===== src/isr_regs.svh =====
// Bit positions, masks, reset values and queue sizes of the status reporting block.
`ifndef ISR_REGS_SVH
`define ISR_REGS_SVH

// Operation condition/event/enable bit positions.
`define ISR_OPER_CAL 0
`define ISR_OPER_WARMUP 1
`define ISR_OPER_ESTOP 2
`define ISR_OPER_MEAS 4
`define ISR_OPER_CFGCHG 8
`define ISR_OPER_INHIBIT 9
`define ISR_OPER_TEMPUNREG 12
`define ISR_OPER_GLOBERR 13
`define ISR_OPER_MASK 16'h3317

// Status summary byte bit positions.
`define ISR_STB_ALARM 1
`define ISR_STB_ERRQ 2
`define ISR_STB_MAV 4
`define ISR_STB_MSS 6
`define ISR_STB_OPER 7
`define ISR_STB_MASK 8'h96

// Queue geometry and the overflow code (-350 in two's complement).
`define ISR_ERRQ_AW 5
`define ISR_ERRQ_DEPTH 5'h14
`define ISR_ERRQ_LAST 5'h13
`define ISR_ERR_OVERFLOW 16'hFEA2
`define ISR_ERR_NONE 16'h0000
`define ISR_OUTQ_AW 3
`define ISR_OUTQ_DEPTH 4'h8

// Reset-command defaults; times are held in seconds.
`define ISR_DURATION_MIN 16'h0005
`define ISR_SEC_PER_MIN 16'h003C
`define ISR_DURATION_SEC (16'(`ISR_DURATION_MIN * `ISR_SEC_PER_MIN))
`define ISR_INTERVAL_SEC 16'h0001
// Flags: bit0 byte order swapped, bit1 inhibit mode, bit2 pin is output, bit3 negative polarity.
`define ISR_FLAGS_RESET 4'h1

// Interface settings: bit0 LAN, bit1 USB, bit2 network services; net bit0 DHCP, bit1 auto IP.
`define ISR_IFACE_RESET 3'h7
`define ISR_NET_RESET 2'h3

`endif


===== src/isr_pkg.sv =====
// Types shared by the status reporting block.
package isr_pkg;
  typedef enum logic [3:0] {
    ISR_CMD_NOP = 4'h0,
    ISR_CMD_READ_COND = 4'h1,
    ISR_CMD_READ_EVENT = 4'h2,
    ISR_CMD_WRITE_ENABLE = 4'h3,
    ISR_CMD_READ_ENABLE = 4'h4,
    ISR_CMD_READ_STB = 4'h5,
    ISR_CMD_WRITE_SRE = 4'h6,
    ISR_CMD_READ_SRE = 4'h7,
    ISR_CMD_READ_ERROR = 4'h8,
    ISR_CMD_RESET = 4'h9,
    ISR_CMD_SET_DURATION = 4'hA,
    ISR_CMD_SET_INTERVAL = 4'hB,
    ISR_CMD_SET_FLAGS = 4'hC,
    ISR_CMD_SET_IFACE = 4'hD,
    ISR_CMD_SET_NET = 4'hE,
    ISR_CMD_NET_RESTART = 4'hF
  } isr_cmd_t;
endpackage


===== src/isr_mem_if.sv =====
// Write and read port bundle between the queue control logic and its memory.
`timescale 1ns/100ps
`default_nettype none
interface isr_mem_if #(parameter int AW = 5, parameter int DW = 16) ();
  logic we;
  logic [AW-1:0] waddr;
  logic [DW-1:0] wdata;
  logic [AW-1:0] raddr;
  logic [DW-1:0] rdata;
  modport ctrl (output we, output waddr, output wdata, output raddr, input rdata);
  modport mem (input we, input waddr, input wdata, input raddr, output rdata);
endinterface
`default_nettype wire


===== src/isr_top.sv =====
// Operation status group, status summary byte, error and output queues, reset and interface settings.
`timescale 1ns/100ps
`default_nettype none
`include "isr_regs.svh"

// Notes on behaviour
// - Operation event latches events, is read-only, and clears when read.
// - Operation enable is read/write and selects events feeding the summary.
// - Condition bit 0 while calibrating; bit 1 while warming up.
// - Condition bit 2 when an emergency stop is active.
// - Condition bit 4 while a cell measurement runs.
// - Condition bit 8 when cell configuration changed since last test.
// - Condition bit 9 when inhibit has disconnected all channels.
// - Condition bit 12 when reference temperature unregulated during test initiate.
// - Condition bit 13 while the error queue holds entries.
// - Summary bit 1 reflects pending alarm events, removed by alarm event read.
// - Summary bit 2 set whenever the error queue is not empty.
// - Summary bit 4 shows response data waiting in the output buffer.
// - Summary bit 6 is master summary and raises service request.
// - Summary bit 7 set when any enabled operation event is set.
// - Master summary is unlatched OR of summary bits masked by request enable.
// - Summary byte query returns bits without clearing any.
// - Error queue is first-in first-out until read by the error query.
// - On overflow the newest entry is replaced by the overflow code.
// - Output queue is first-in first-out; bit 4 set while not empty.
// - Reset command restores test, interval, byte order, inhibit, pin defaults.
// - Reset command leaves interface enables, addressing and naming unchanged.
// - Interface changes apply after power cycle; network changes after restart.
// - Condition bits follow instrument state live, without latching.
// - A set event bit ignores further occurrences of its event.
// - Error queue cleared by power cycle, not by reset command.
module isr_top (
  input wire logic CLK,
  input wire logic NRST,
  input wire logic CALIBRATING,
  input wire logic WARMING_UP,
  input wire logic EMERGENCY_STOP,
  input wire logic MEASURING,
  input wire logic CONFIG_CHANGED,
  input wire logic INHIBIT_DISCONNECT,
  input wire logic TEMP_UNREGULATED,
  input wire logic INIT_RUNNING,
  input wire logic ALARM_SUMMARY,
  input wire logic CMD_VALID,
  input wire isr_pkg::isr_cmd_t CMD_CODE,
  input wire logic [15:0] CMD_DATA,
  input wire logic ERR_PUSH,
  input wire logic [15:0] ERR_CODE,
  input wire logic OUT_POP,
  input wire logic [2:0] NV_IFACE,
  output logic [15:0] OUT_DATA,
  output logic OUT_VALID,
  output logic [7:0] STATUS_BYTE,
  output logic SERVICE_REQUEST,
  output logic [15:0] TEST_DURATION,
  output logic [15:0] TEST_INTERVAL,
  output logic BYTE_SWAPPED,
  output logic INHIBIT_MODE,
  output logic DIG_PIN_OUTPUT,
  output logic DIG_PIN_NEGATIVE,
  output logic [2:0] IFACE_ACTIVE,
  output logic [2:0] IFACE_PENDING,
  output logic [1:0] NET_ACTIVE
);
  logic [15:0] oper_cond;
  logic [15:0] cond_prev;
  logic [15:0] cond_rise;
  logic [15:0] oper_event;
  logic [15:0] oper_enable;
  logic [7:0] sre;
  logic [7:0] stb_now;
  logic master_summary;
  logic [4:0] err_count;
  logic [4:0] err_wr;
  logic [4:0] err_rd;
  logic err_ovf;
  logic err_pop;
  logic err_push_ok;
  logic err_over;
  logic [3:0] out_count;
  logic [2:0] out_wr;
  logic [2:0] out_rd;
  logic out_push;
  logic out_pop_ok;
  logic out_popped;
  logic rsp_go;
  logic rsp_err;
  logic [15:0] rsp_word;
  logic [15:0] duration;
  logic [15:0] interval;
  logic [3:0] flags;
  logic [2:0] iface_pending;
  logic [2:0] iface_active;
  logic [1:0] net_pending;
  logic [1:0] net_active;
  logic boot_done;

  isr_mem_if #(.AW(`ISR_ERRQ_AW), .DW(16)) errq ();
  isr_mem_if #(.AW(`ISR_OUTQ_AW), .DW(16)) outq ();

  isr_mem #(.AW(`ISR_ERRQ_AW), .DW(16), .DEPTH(20)) u_errq (
    .clk(CLK),
    .nrst(NRST),
    .port(errq)
  );

  isr_mem #(.AW(`ISR_OUTQ_AW), .DW(16), .DEPTH(8)) u_outq (
    .clk(CLK),
    .nrst(NRST),
    .port(outq)
  );

  function automatic logic isr_is_cmd(input logic valid, input isr_pkg::isr_cmd_t code,
                                      input isr_pkg::isr_cmd_t want);
    isr_is_cmd = valid && (code == want);
  endfunction

  function automatic logic [4:0] isr_err_next(input logic [4:0] ptr);
    isr_err_next = (ptr == `ISR_ERRQ_LAST) ? 5'h00 : 5'(ptr + 5'h01);
  endfunction

  always_comb begin
    oper_cond = 16'h0000;
    oper_cond[`ISR_OPER_CAL] = CALIBRATING;
    oper_cond[`ISR_OPER_WARMUP] = WARMING_UP;
    oper_cond[`ISR_OPER_ESTOP] = EMERGENCY_STOP;
    oper_cond[`ISR_OPER_MEAS] = MEASURING;
    oper_cond[`ISR_OPER_CFGCHG] = CONFIG_CHANGED;
    oper_cond[`ISR_OPER_INHIBIT] = INHIBIT_DISCONNECT;
    oper_cond[`ISR_OPER_TEMPUNREG] = TEMP_UNREGULATED && INIT_RUNNING;
    oper_cond[`ISR_OPER_GLOBERR] = (err_count != 5'h00);
  end

  always_ff @(posedge CLK or negedge NRST) begin
    if (!NRST) begin
      cond_prev <= 16'h0000;
    end else begin
      cond_prev <= oper_cond;
    end
  end

  assign cond_rise = oper_cond & ~cond_prev;

  // set bits ignore repeats
  // A rise in the reading cycle is kept, so the clear never swallows a fresh event.
  for (genvar g = 0; g < 16; g++) begin : g_event
    always_ff @(posedge CLK or negedge NRST) begin
      if (!NRST) begin
        oper_event[g] <= 1'b0;
      end else if (isr_is_cmd(CMD_VALID, CMD_CODE, isr_pkg::ISR_CMD_READ_EVENT)) begin
        oper_event[g] <= cond_rise[g];
      end else if (cond_rise[g]) begin
        oper_event[g] <= 1'b1;
      end
    end
  end

  always_ff @(posedge CLK or negedge NRST) begin
    if (!NRST) begin
      oper_enable <= 16'h0000;
    end else if (isr_is_cmd(CMD_VALID, CMD_CODE, isr_pkg::ISR_CMD_WRITE_ENABLE)) begin
      oper_enable <= CMD_DATA & `ISR_OPER_MASK;
    end
  end

  // Bit 6 of the request enable has no meaning and is never stored.
  always_ff @(posedge CLK or negedge NRST) begin
    if (!NRST) begin
      sre <= 8'h00;
    end else if (isr_is_cmd(CMD_VALID, CMD_CODE, isr_pkg::ISR_CMD_WRITE_SRE)) begin
      sre <= CMD_DATA[7:0] & `ISR_STB_MASK;
    end
  end

  always_comb begin
    stb_now = 8'h00;
    stb_now[`ISR_STB_ALARM] = ALARM_SUMMARY;
    stb_now[`ISR_STB_ERRQ] = (err_count != 5'h00);
    stb_now[`ISR_STB_MAV] = (out_count != 4'h0);
    stb_now[`ISR_STB_OPER] = |(oper_event & oper_enable);
    master_summary = |(stb_now & sre);
    stb_now[`ISR_STB_MSS] = master_summary;
  end

  always_ff @(posedge CLK or negedge NRST) begin
    if (!NRST) begin
      STATUS_BYTE <= 8'h00;
      SERVICE_REQUEST <= 1'b0;
    end else begin
      STATUS_BYTE <= stb_now;
      SERVICE_REQUEST <= master_summary;
    end
  end

  assign err_pop = isr_is_cmd(CMD_VALID, CMD_CODE, isr_pkg::ISR_CMD_READ_ERROR) && (err_count != 5'h00);
  assign err_push_ok = ERR_PUSH && ((err_count != `ISR_ERRQ_DEPTH) || err_pop);
  assign err_over = ERR_PUSH && (err_count == `ISR_ERRQ_DEPTH) && !err_pop && !err_ovf;

  always_comb begin
    errq.we = err_push_ok || err_over;
    errq.waddr = err_wr;
    errq.wdata = ERR_CODE;
    if (err_over) begin
      errq.waddr = (err_wr == 5'h00) ? `ISR_ERRQ_LAST : 5'(err_wr - 5'h01);
      errq.wdata = `ISR_ERR_OVERFLOW;
    end
    errq.raddr = err_rd;
  end

  // power cycle empties the queue at once; reads remove one entry each
  always_ff @(posedge CLK or negedge NRST) begin
    if (!NRST) begin
      err_count <= 5'h00;
      err_wr <= 5'h00;
      err_rd <= 5'h00;
      err_ovf <= 1'b0;
    end else begin
      if (err_push_ok) begin
        err_wr <= isr_err_next(err_wr);
      end
      if (err_pop) begin
        err_rd <= isr_err_next(err_rd);
      end
      if (err_push_ok && !err_pop) begin
        err_count <= 5'(err_count + 5'h01);
      end else if (err_pop && !err_push_ok) begin
        err_count <= 5'(err_count - 5'h01);
      end
      if (err_over) begin
        err_ovf <= 1'b1;
      end else if (err_pop) begin
        err_ovf <= 1'b0;
      end
    end
  end

  // summary query reads without clearing
  // Query answers are staged one cycle so that error text can come from the registered memory read.
  always_ff @(posedge CLK or negedge NRST) begin
    if (!NRST) begin
      rsp_go <= 1'b0;
      rsp_err <= 1'b0;
      rsp_word <= 16'h0000;
    end else begin
      rsp_go <= 1'b0;
      rsp_err <= 1'b0;
      if (CMD_VALID) begin
        case (CMD_CODE)
          isr_pkg::ISR_CMD_READ_COND: begin
            rsp_go <= 1'b1;
            rsp_word <= oper_cond;
          end
          isr_pkg::ISR_CMD_READ_EVENT: begin
            rsp_go <= 1'b1;
            rsp_word <= oper_event;
          end
          isr_pkg::ISR_CMD_READ_ENABLE: begin
            rsp_go <= 1'b1;
            rsp_word <= oper_enable;
          end
          isr_pkg::ISR_CMD_READ_STB: begin
            rsp_go <= 1'b1;
            rsp_word <= {8'h00, stb_now};
          end
          isr_pkg::ISR_CMD_READ_SRE: begin
            rsp_go <= 1'b1;
            rsp_word <= {8'h00, sre};
          end
          isr_pkg::ISR_CMD_READ_ERROR: begin
            rsp_go <= 1'b1;
            rsp_err <= err_pop;
            rsp_word <= `ISR_ERR_NONE;
          end
          default: begin
            rsp_go <= 1'b0;
          end
        endcase
      end
    end
  end

  // output queue order
  // A response arriving at a full output queue is dropped; the controller must drain it.
  assign out_push = rsp_go && (out_count != `ISR_OUTQ_DEPTH);
  assign out_pop_ok = OUT_POP && (out_count != 4'h0) && !out_popped;

  always_comb begin
    outq.we = out_push;
    outq.waddr = out_wr;
    outq.wdata = rsp_err ? errq.rdata : rsp_word;
    outq.raddr = out_rd;
  end

  always_ff @(posedge CLK or negedge NRST) begin
    if (!NRST) begin
      out_count <= 4'h0;
      out_wr <= 3'h0;
      out_rd <= 3'h0;
      out_popped <= 1'b0;
      OUT_VALID <= 1'b0;
    end else begin
      if (out_push) begin
        out_wr <= 3'(out_wr + 3'h1);
      end
      if (out_pop_ok) begin
        out_rd <= 3'(out_rd + 3'h1);
      end
      if (out_push && !out_pop_ok) begin
        out_count <= 4'(out_count + 4'h1);
      end else if (out_pop_ok && !out_push) begin
        out_count <= 4'(out_count - 4'h1);
      end
      out_popped <= out_pop_ok;
      OUT_VALID <= (out_count != 4'h0) && !out_pop_ok;
    end
  end

  assign OUT_DATA = outq.rdata;

  always_ff @(posedge CLK or negedge NRST) begin
    if (!NRST) begin
      duration <= `ISR_DURATION_SEC;
      interval <= `ISR_INTERVAL_SEC;
      flags <= `ISR_FLAGS_RESET;
    end else if (isr_is_cmd(CMD_VALID, CMD_CODE, isr_pkg::ISR_CMD_RESET)) begin
      duration <= `ISR_DURATION_SEC;
      interval <= `ISR_INTERVAL_SEC;
      flags <= `ISR_FLAGS_RESET;
    end else if (isr_is_cmd(CMD_VALID, CMD_CODE, isr_pkg::ISR_CMD_SET_DURATION)) begin
      duration <= CMD_DATA;
    end else if (isr_is_cmd(CMD_VALID, CMD_CODE, isr_pkg::ISR_CMD_SET_INTERVAL)) begin
      interval <= CMD_DATA;
    end else if (isr_is_cmd(CMD_VALID, CMD_CODE, isr_pkg::ISR_CMD_SET_FLAGS)) begin
      flags <= CMD_DATA[3:0];
    end
  end

  assign TEST_DURATION = duration;
  assign TEST_INTERVAL = interval;
  assign BYTE_SWAPPED = flags[0];
  assign INHIBIT_MODE = flags[1];
  assign DIG_PIN_OUTPUT = flags[2];
  assign DIG_PIN_NEGATIVE = flags[3];

  // interface settings ignore the reset command
  // enables apply only at power-up
  // The stored enables are sampled once after reset release, which stands in for the power cycle.
  always_ff @(posedge CLK or negedge NRST) begin
    if (!NRST) begin
      boot_done <= 1'b0;
      iface_active <= `ISR_IFACE_RESET;
      iface_pending <= `ISR_IFACE_RESET;
    end else if (!boot_done) begin
      boot_done <= 1'b1;
      iface_active <= NV_IFACE;
      iface_pending <= NV_IFACE;
    end else if (isr_is_cmd(CMD_VALID, CMD_CODE, isr_pkg::ISR_CMD_SET_IFACE)) begin
      iface_pending <= CMD_DATA[2:0];
    end
  end

  always_ff @(posedge CLK or negedge NRST) begin
    if (!NRST) begin
      net_pending <= `ISR_NET_RESET;
      net_active <= `ISR_NET_RESET;
    end else if (isr_is_cmd(CMD_VALID, CMD_CODE, isr_pkg::ISR_CMD_SET_NET)) begin
      net_pending <= CMD_DATA[1:0];
    end else if (isr_is_cmd(CMD_VALID, CMD_CODE, isr_pkg::ISR_CMD_NET_RESTART)) begin
      net_active <= net_pending;
    end
  end

  assign IFACE_ACTIVE = iface_active;
  assign IFACE_PENDING = iface_pending;
  assign NET_ACTIVE = net_active;
endmodule
`default_nettype wire


===== src/isr_mem.sv =====
// Small queue memory with one write port and a registered read port.
`timescale 1ns/100ps
`default_nettype none
module isr_mem #(parameter int AW = 5, parameter int DW = 16, parameter int DEPTH = 20) (
  input wire logic clk,
  input wire logic nrst,
  isr_mem_if.mem port
);
  logic [DW-1:0] store [DEPTH];

  always_ff @(posedge clk) begin
    if (port.we) begin
      store[port.waddr] <= port.wdata;
    end
  end

  // Read data is registered so that it can drive a top-level output directly.
  always_ff @(posedge clk or negedge nrst) begin
    if (!nrst) begin
      port.rdata <= '0;
    end else begin
      port.rdata <= store[port.raddr];
    end
  end
endmodule
`default_nettype wire


===== config.mk =====
export PLATFORM = sky130hd
export DESIGN_NAME = isr_top
export DESIGN_NICKNAME = d
export VERILOG_FILES = /design/src/isr_pkg.sv /design/src/isr_mem_if.sv /design/src/isr_top.sv /design/src/isr_mem.sv
export VERILOG_INCLUDE_DIRS = /design/src /design/src/src
export SDC_FILE = /design/constraint.sdc
export NUM_CORES = 1
export LEC_CHECK = 0
export BUFFER_PORTS_ARGS = -buffer_cell sky130_fd_sc_hd__buf_2
export CAP_MARGIN = 25
export CORE_MARGIN = 1
export CORE_UTILIZATION = 50
export DETAILED_ROUTE_END_ITERATION = 6
export PLACE_DENSITY = 0.65
export SYNTH_ARGS = -nofsm -noshare
export SYNTH_HDL_FRONTEND = slang
export SYNTH_SLANG_ARGS = --single-unit

===== constraint.sdc =====
create_clock -name CLK -period 6.9 [get_ports CLK]
set_clock_uncertainty 0.2 [all_clocks]
set_input_delay 0.69 -clock CLK [delete_from_list [all_inputs] [get_ports CLK]]
set_output_delay 0.69 -clock CLK [all_outputs]
set_load 0.01 [all_outputs]

Word-level counts from Yosys, hierarchy flattened
Memory sizes are Yosys's and may differ from the RTL's. A register that Yosys moved wholly into a read port is not among the register bits.
Index checks and enable logic that the tools add are counted.
{ "op_classes": {"bitwise": 5, "n_mux": 64, "add_sub_neg": 9, "eq_ne": 23, "reduce_logical": 68} }
{ "ops": {"columns": ["op", "n"], "rows": [
  ["2-to-1 mux 16 bit", 7],
  ["case mux 16 bit (6 select lines)", 1],
  ["nonzero test 2 bit", 22],
  ["2-to-1 mux 1 bit", 42],
  ["equality test 4 bit (second input constant)", 8],
  ["2-to-1 mux 5 bit", 6],
  ["logical AND 1 bit", 25],
  ["2-to-1 mux 4 bit", 6],
  ["bitwise AND 14 x 16 -> 16 bit", 1],
  ["bitwise AND 16 x 14 -> 16 bit", 1],
  ["equality test 4 x 3 -> 1 bit (second input constant)", 4],
  ["NOT 14 -> 16 bit", 1],
  ["OR reduction 16 bit", 1],
  ["adder 5 x 1 -> 5 bit (second input constant)", 3],
  ["equality test 5 bit (second input constant)", 3],
  ["subtractor 5 x 1 -> 5 bit (second input constant)", 2],
  ["bitwise AND 8 bit", 1],
  ["equality test 4 x 2 -> 1 bit (second input constant)", 2],
  ["logical NOT 1 bit", 8],
  ["OR reduction 8 bit", 1],
  ["adder 3 x 1 -> 3 bit (second input constant)", 2],
  ["2-to-1 mux 3 bit", 2],
  ["AND reduction 2 bit", 3],
  ["nonzero test 6 bit", 1],
  ["other kinds (14)", 16]
]} }
{ "word_totals": {"elab_cells": 212, "n_memories": 2, "regBits": 135, "ram_bits": 448, "input_bits": 53} }
{ "mem_list": {"columns": ["memory", "words", "word_bits", "rd", "rd_ports_with_merged_regs", "wr", "line_no", "source"], "rows": [
  ["u_errq.store", 20, 16, 1, 1, 1, "isr_mem.sv:9", "logic [DW-1:0] store [DEPTH];"],
  ["u_outq.store", 8, 16, 1, 1, 1, "isr_mem.sv:9", null]
]} }

Longest topological paths before layout
{ "depth": {"ltp_word": 9, "mapped_depth": 14, "mapped_depth_nobuf": 12} }

By module
From an unflattened synthesis, not the netlist that was laid out.
{ "unflattened": {"cells_unflattened": 1438, "area_unflattened_um2": 24155.7} }
{ "modules_own_cells": {"columns": ["module", "area_per_inst_um2", "instances", "cells_per_inst"], "rows": [
  ["isr_mem at u_errq", 12859.8, 1, 683],
  ["isr_top", 5921.9, 1, 541],
  ["isr_mem at u_outq", 5373.9, 1, 214]
]} }

Worst setup path before layout
OpenSTA, ideal clock, no wires.
{ "synth_timing": {"path_type": "input to register", "from": "input port ERR_PUSH", "to": "memory u_errq.store[8][0], enable pin", "t_arrival_ns": 3.059, "slack_ns": 3.231, "n_path_buf": 2, "path_stages": 7, "setup_time_ns": 0.409, "path_cell_list": "buf_4 -> and4b_4 -> o211ai_2 -> a2111o_1 -> and2_1 -> buf_6 -> nor3_1"} }
{ "synth_between": {"elab_chain_cells": 6, "word_cells_on_any_way": 8} }
{ "synth_lines": {"columns": ["element", "line_no", "source"], "rows": [
  ["start: declaration", "isr_top.sv:47", "input wire logic ERR_PUSH,"],
  ["logical AND 1 bit (3 in series)", "isr_top.sv:197", "assign err_over = ERR_PUSH && (err_count == `ISR_ERRQ_DEPTH) && !err_pop && !err_ovf;"],
  ["logical OR 1 bit", "isr_top.sv:200", "errq.we = err_push_ok || err_over;"],
  ["2-to-1 mux 1 bit", "isr_mem.sv:12", "if (port.we) begin"],
  ["2-to-1 mux 1 bit (implied by the code)", "isr_mem.sv:13", "store[port.waddr] <= port.wdata;"],
  ["end: declaration", "isr_mem.sv:9", null]
]} }
Parallel ways exist; a longest one is shown, timed or not.

Worst setup path in the final report
{ "layout_timing": {"from": "register out_count[0]", "to": "register out_count[3]"} }
{ "layout_between": {"elab_chain_cells": 6, "word_cells_on_any_way": 14} }
{ "layout_lines": {"columns": ["element", "line_no", "source"], "rows": [
  ["start: declaration", "isr_top.sv:80", "logic [3:0] out_count;"],
  ["start signal: assignment", "isr_top.sv:309", "out_count <= 4'(out_count + 4'h1);"],
  ["start signal: assignment", "isr_top.sv:311", "out_count <= 4'(out_count - 4'h1);"],
  ["nonzero test 4 bit *", null, null],
  ["named net stb_now[4]", "isr_top.sv:71", "logic [7:0] stb_now;"],
  ["logical AND 1 bit * (2 in series)", "isr_top.sv:285", "assign out_pop_ok = OUT_POP && (out_count != 4'h0) && !out_popped;"],
  ["logical NOT 1 bit", "isr_top.sv:308", "if (out_push && !out_pop_ok) begin"],
  ["logical AND 1 bit", "isr_top.sv:308", null],
  ["2-to-1 mux 4 bit or nonzero test 2 bit (tied branches)", null, null]
]} }
Mark *: on every way through the listed nets, which the timed path passes. The rest lies on a longest branch. The select of a mux whose other input is x is not followed.
A chain may end at the register's enable or synchronous reset.

==> qor.csv <==
metric,value,unit
status,finished clean,
Post-synth ARST share,0.255,
clk slew on worst S/H paths,60,ps
Max H-tree Level,2,
Hold Path Origin,OUT_POP,
Leakage,9.63,nW
post-synthesis sequential area ratio,0.733,
Setup Total Neg Slack,0,ps
Crit path max-delay family,simple AND/OR/NAND/NOR gates,
Overall Global Routing Usage,0.215,
Die ar.,48100,um2
final non-filler cell total,2100,
placed inst area,25000,um2
Mapped Cells,1282,
CP Capture Type,flip-flop,
unique cell type count in the Yosys netlist,67,
largest area contributor in the netlist,edfxtp_1,
ANT cells,0,
post-placement cell count,1979,
"flops & latches, synth",601,
Die Span X,219,um
Critical path buffers and inverters,3,
Synth Area per Inst,18.4,um2
Starting Density,0.507,
total chip power,10.2,mW
Yosys top cell area share,0.570,
hold endpoint,OUT_VALID,
Post-synth top cells,"edfxtp_1, dfrtp_1, mux4_2, nand2_1, mux2_2",
worst min path class,in2reg,
Post-Syn Area,23600,um2
root buffer cell,clkbuf_16,
row cnt,79,
Crit Path Max Fanout,5,
max_cap viols,0,
Worst VDD drop,0.335,mV
largest net degree at the start of global routing,93,
WHS Path Cells,2,
Worst R2R End,out_count[3],
yosys warns,0,
drt drc,0,
critical path startpoint category,flip-flop,
FF-to-FF path depth,12,
TritonRoute pass-1 iters,6,
Clock Latency Late Sink,630,ps
FF-to-FF Start,out_count[0],
Most common cell on crit path,inv_1,
routability cong.,0.840,
"Critical Path, Cell by Cell","nor4_2, inv_1, and3_1, inv_1, ha_1, inv_1, ha_1, a21o_1, a21oi_1, xnor2_1, nor2_1, xor2_1",
core area,46600,um2
Post-synth EDFFs,448,
"count leader, synth",edfxtp_1,
Die H,219,um
crit path from,out_count[0],
final setup vio count,0,
final worst-path cycle share,0.460,
CTS sink cnt,601,
Top Ports,123,
pwr dens,379,nW/um2
Final Util,0.581,
Worst EP required,7200,ps
antenna-violating nets left,0,
first-pass GRT wire length,75800,um
Total Nets Final,1509,
routed vias,12200,
routed vias/inst,5.83,
detailed-route wire length per cell,24.0,um
CTS Buf Count,59,
post-CTS sizing,0,
layout cells sized above 1,0.317,
final WL,50400,um
cell area after layout,27000,um2
Detailed Place HPWL,31200,um
largest cells by area after synthesis,"edfxtp_1, dfrtp_1, mux4_2",
violation count after the first detailed-route iteration,1099,
Max clock buf depth,3,
max-slew violations,0,
vias in the first global route,12200,
TritonCTS clock tree,done,
"Hold Vio Cnt, Final",0,
WP data arrival,3480,ps
Fmax achieved,315,MHz
worst-margin pin slew,1050,ps
CP max stage delay,480,ps
Slew headroom,0.298,
gr ovfl total,0,
CP max stage cell,nor4_2,
kind of critical path,reg2reg,
PortBufs,119,
RSZ-0062 raised after global routing,no,
R2R setup slack,3720,ps
Layout area overhead,14.5,%
top_reg_cell synth,edfxtp_1,
antenna violations before repair,0,
post-layout min period,3180,ps
-- routing by layer --
metal  track usage  share of wire
met1         0.311           0.44
met2         0.338           0.47
met3        0.0360          0.064
met4        0.0637          0.022
met5             0              0
-- cell type report --
cell class              instances  area, um2
repair buffers                163        982
flip-flops and latches        601      17300
clock inverters                33        290
clock buffers                  79       1620
inverters                      23       86.3
multi-input cells             594       5980
fillers                      3431      19500
well taps                     607        759
-- worst max-delay path by stage --
stage	to	slack [ps]	cells after the start
2_1_floorplan	u_errq.store[8][0]	3230	7
3_3_place_gp	err_count[4]	3420	12
3_5_place_dp	err_count[4]	3360	12
4_1_cts	u_errq.port.rdata[4]	3570	4
5_1_grt	out_count[3]	3530	12
6_report	out_count[3]	3720	12
-- through the flow --
step                hold WS (ps)  worst slack, ps
floorplan                    194             3230
global placement             203             3420
detailed placement           213             3360
CTS                         7.56             3570
global route                21.4             3530
finish                      52.5             3720
-- flip-flops by register name, summed over array words and instances, names as in the netlist, 4 cells and up --
name,count
u_outq.port.rdata,16
err_wr,5
err_count,5
cond_prev,7
u_errq.port.rdata,16
out_count,4
TEST_DURATION,16
oper_enable,8
rsp_word,11
TEST_INTERVAL,16
err_rd,5
oper_event,9
STATUS_BYTE,5
flags,4
u_outq.store,128
sre,4
u_errq.store,320
-- where the power goes --
part	internal (mW)	switching [mW]	total, mW
Clock	1.80	1.34	3.14
Sequential	4.40	0.395	4.80
Combinational	1.13	1.17	2.30
Total	7.33	2.91	10.2
-- layout by cell type, fill, tap and decap left out, drive strengths merged, types with 3 or more instances in the layout --
cell	instances
nor2	51
or2	4
dfstp	16
clkinv	28
nand2	75
a32oi	3
dfrtp	137
o22ai	17
a21o	6
nand2b	17
or3	3
nor3	19
and3	4
mux2	69
xor2	5
a21oi	16
nand3	12
dlygate4sd3	7
bufinv	4
edfxtp	448
mux4	112
and2	9
o21ai	28
a22oi	5
xnor2	11
nand4	6
a31oi	18
buf	156
inv	24
a22o	29
ha	12
a222oi	4
mux2i	25
conb	4
clkbuf	79
-- cell families after synthesis --
group	Yosys count	share of synthesized area
flip-flops	601	0.733
AND/OR/NAND/NOR	210	0.0426
multiplexers	206	0.150
AO/OA/AOI/OAI	144	0.0427
buffers and inverters	89	0.0172
XOR/XNOR	16	0.00594
adder cells (fa/ha/maj)	14	0.00806
other	2	0.000318
-- what timing repair did --
action,4_1_cts,5_1_grt
buffers inserted,0,0
hold buffers,7,0
endpoints found under the hold margin,66,0
Note: power is estimated with default switching activity, not from simulation.
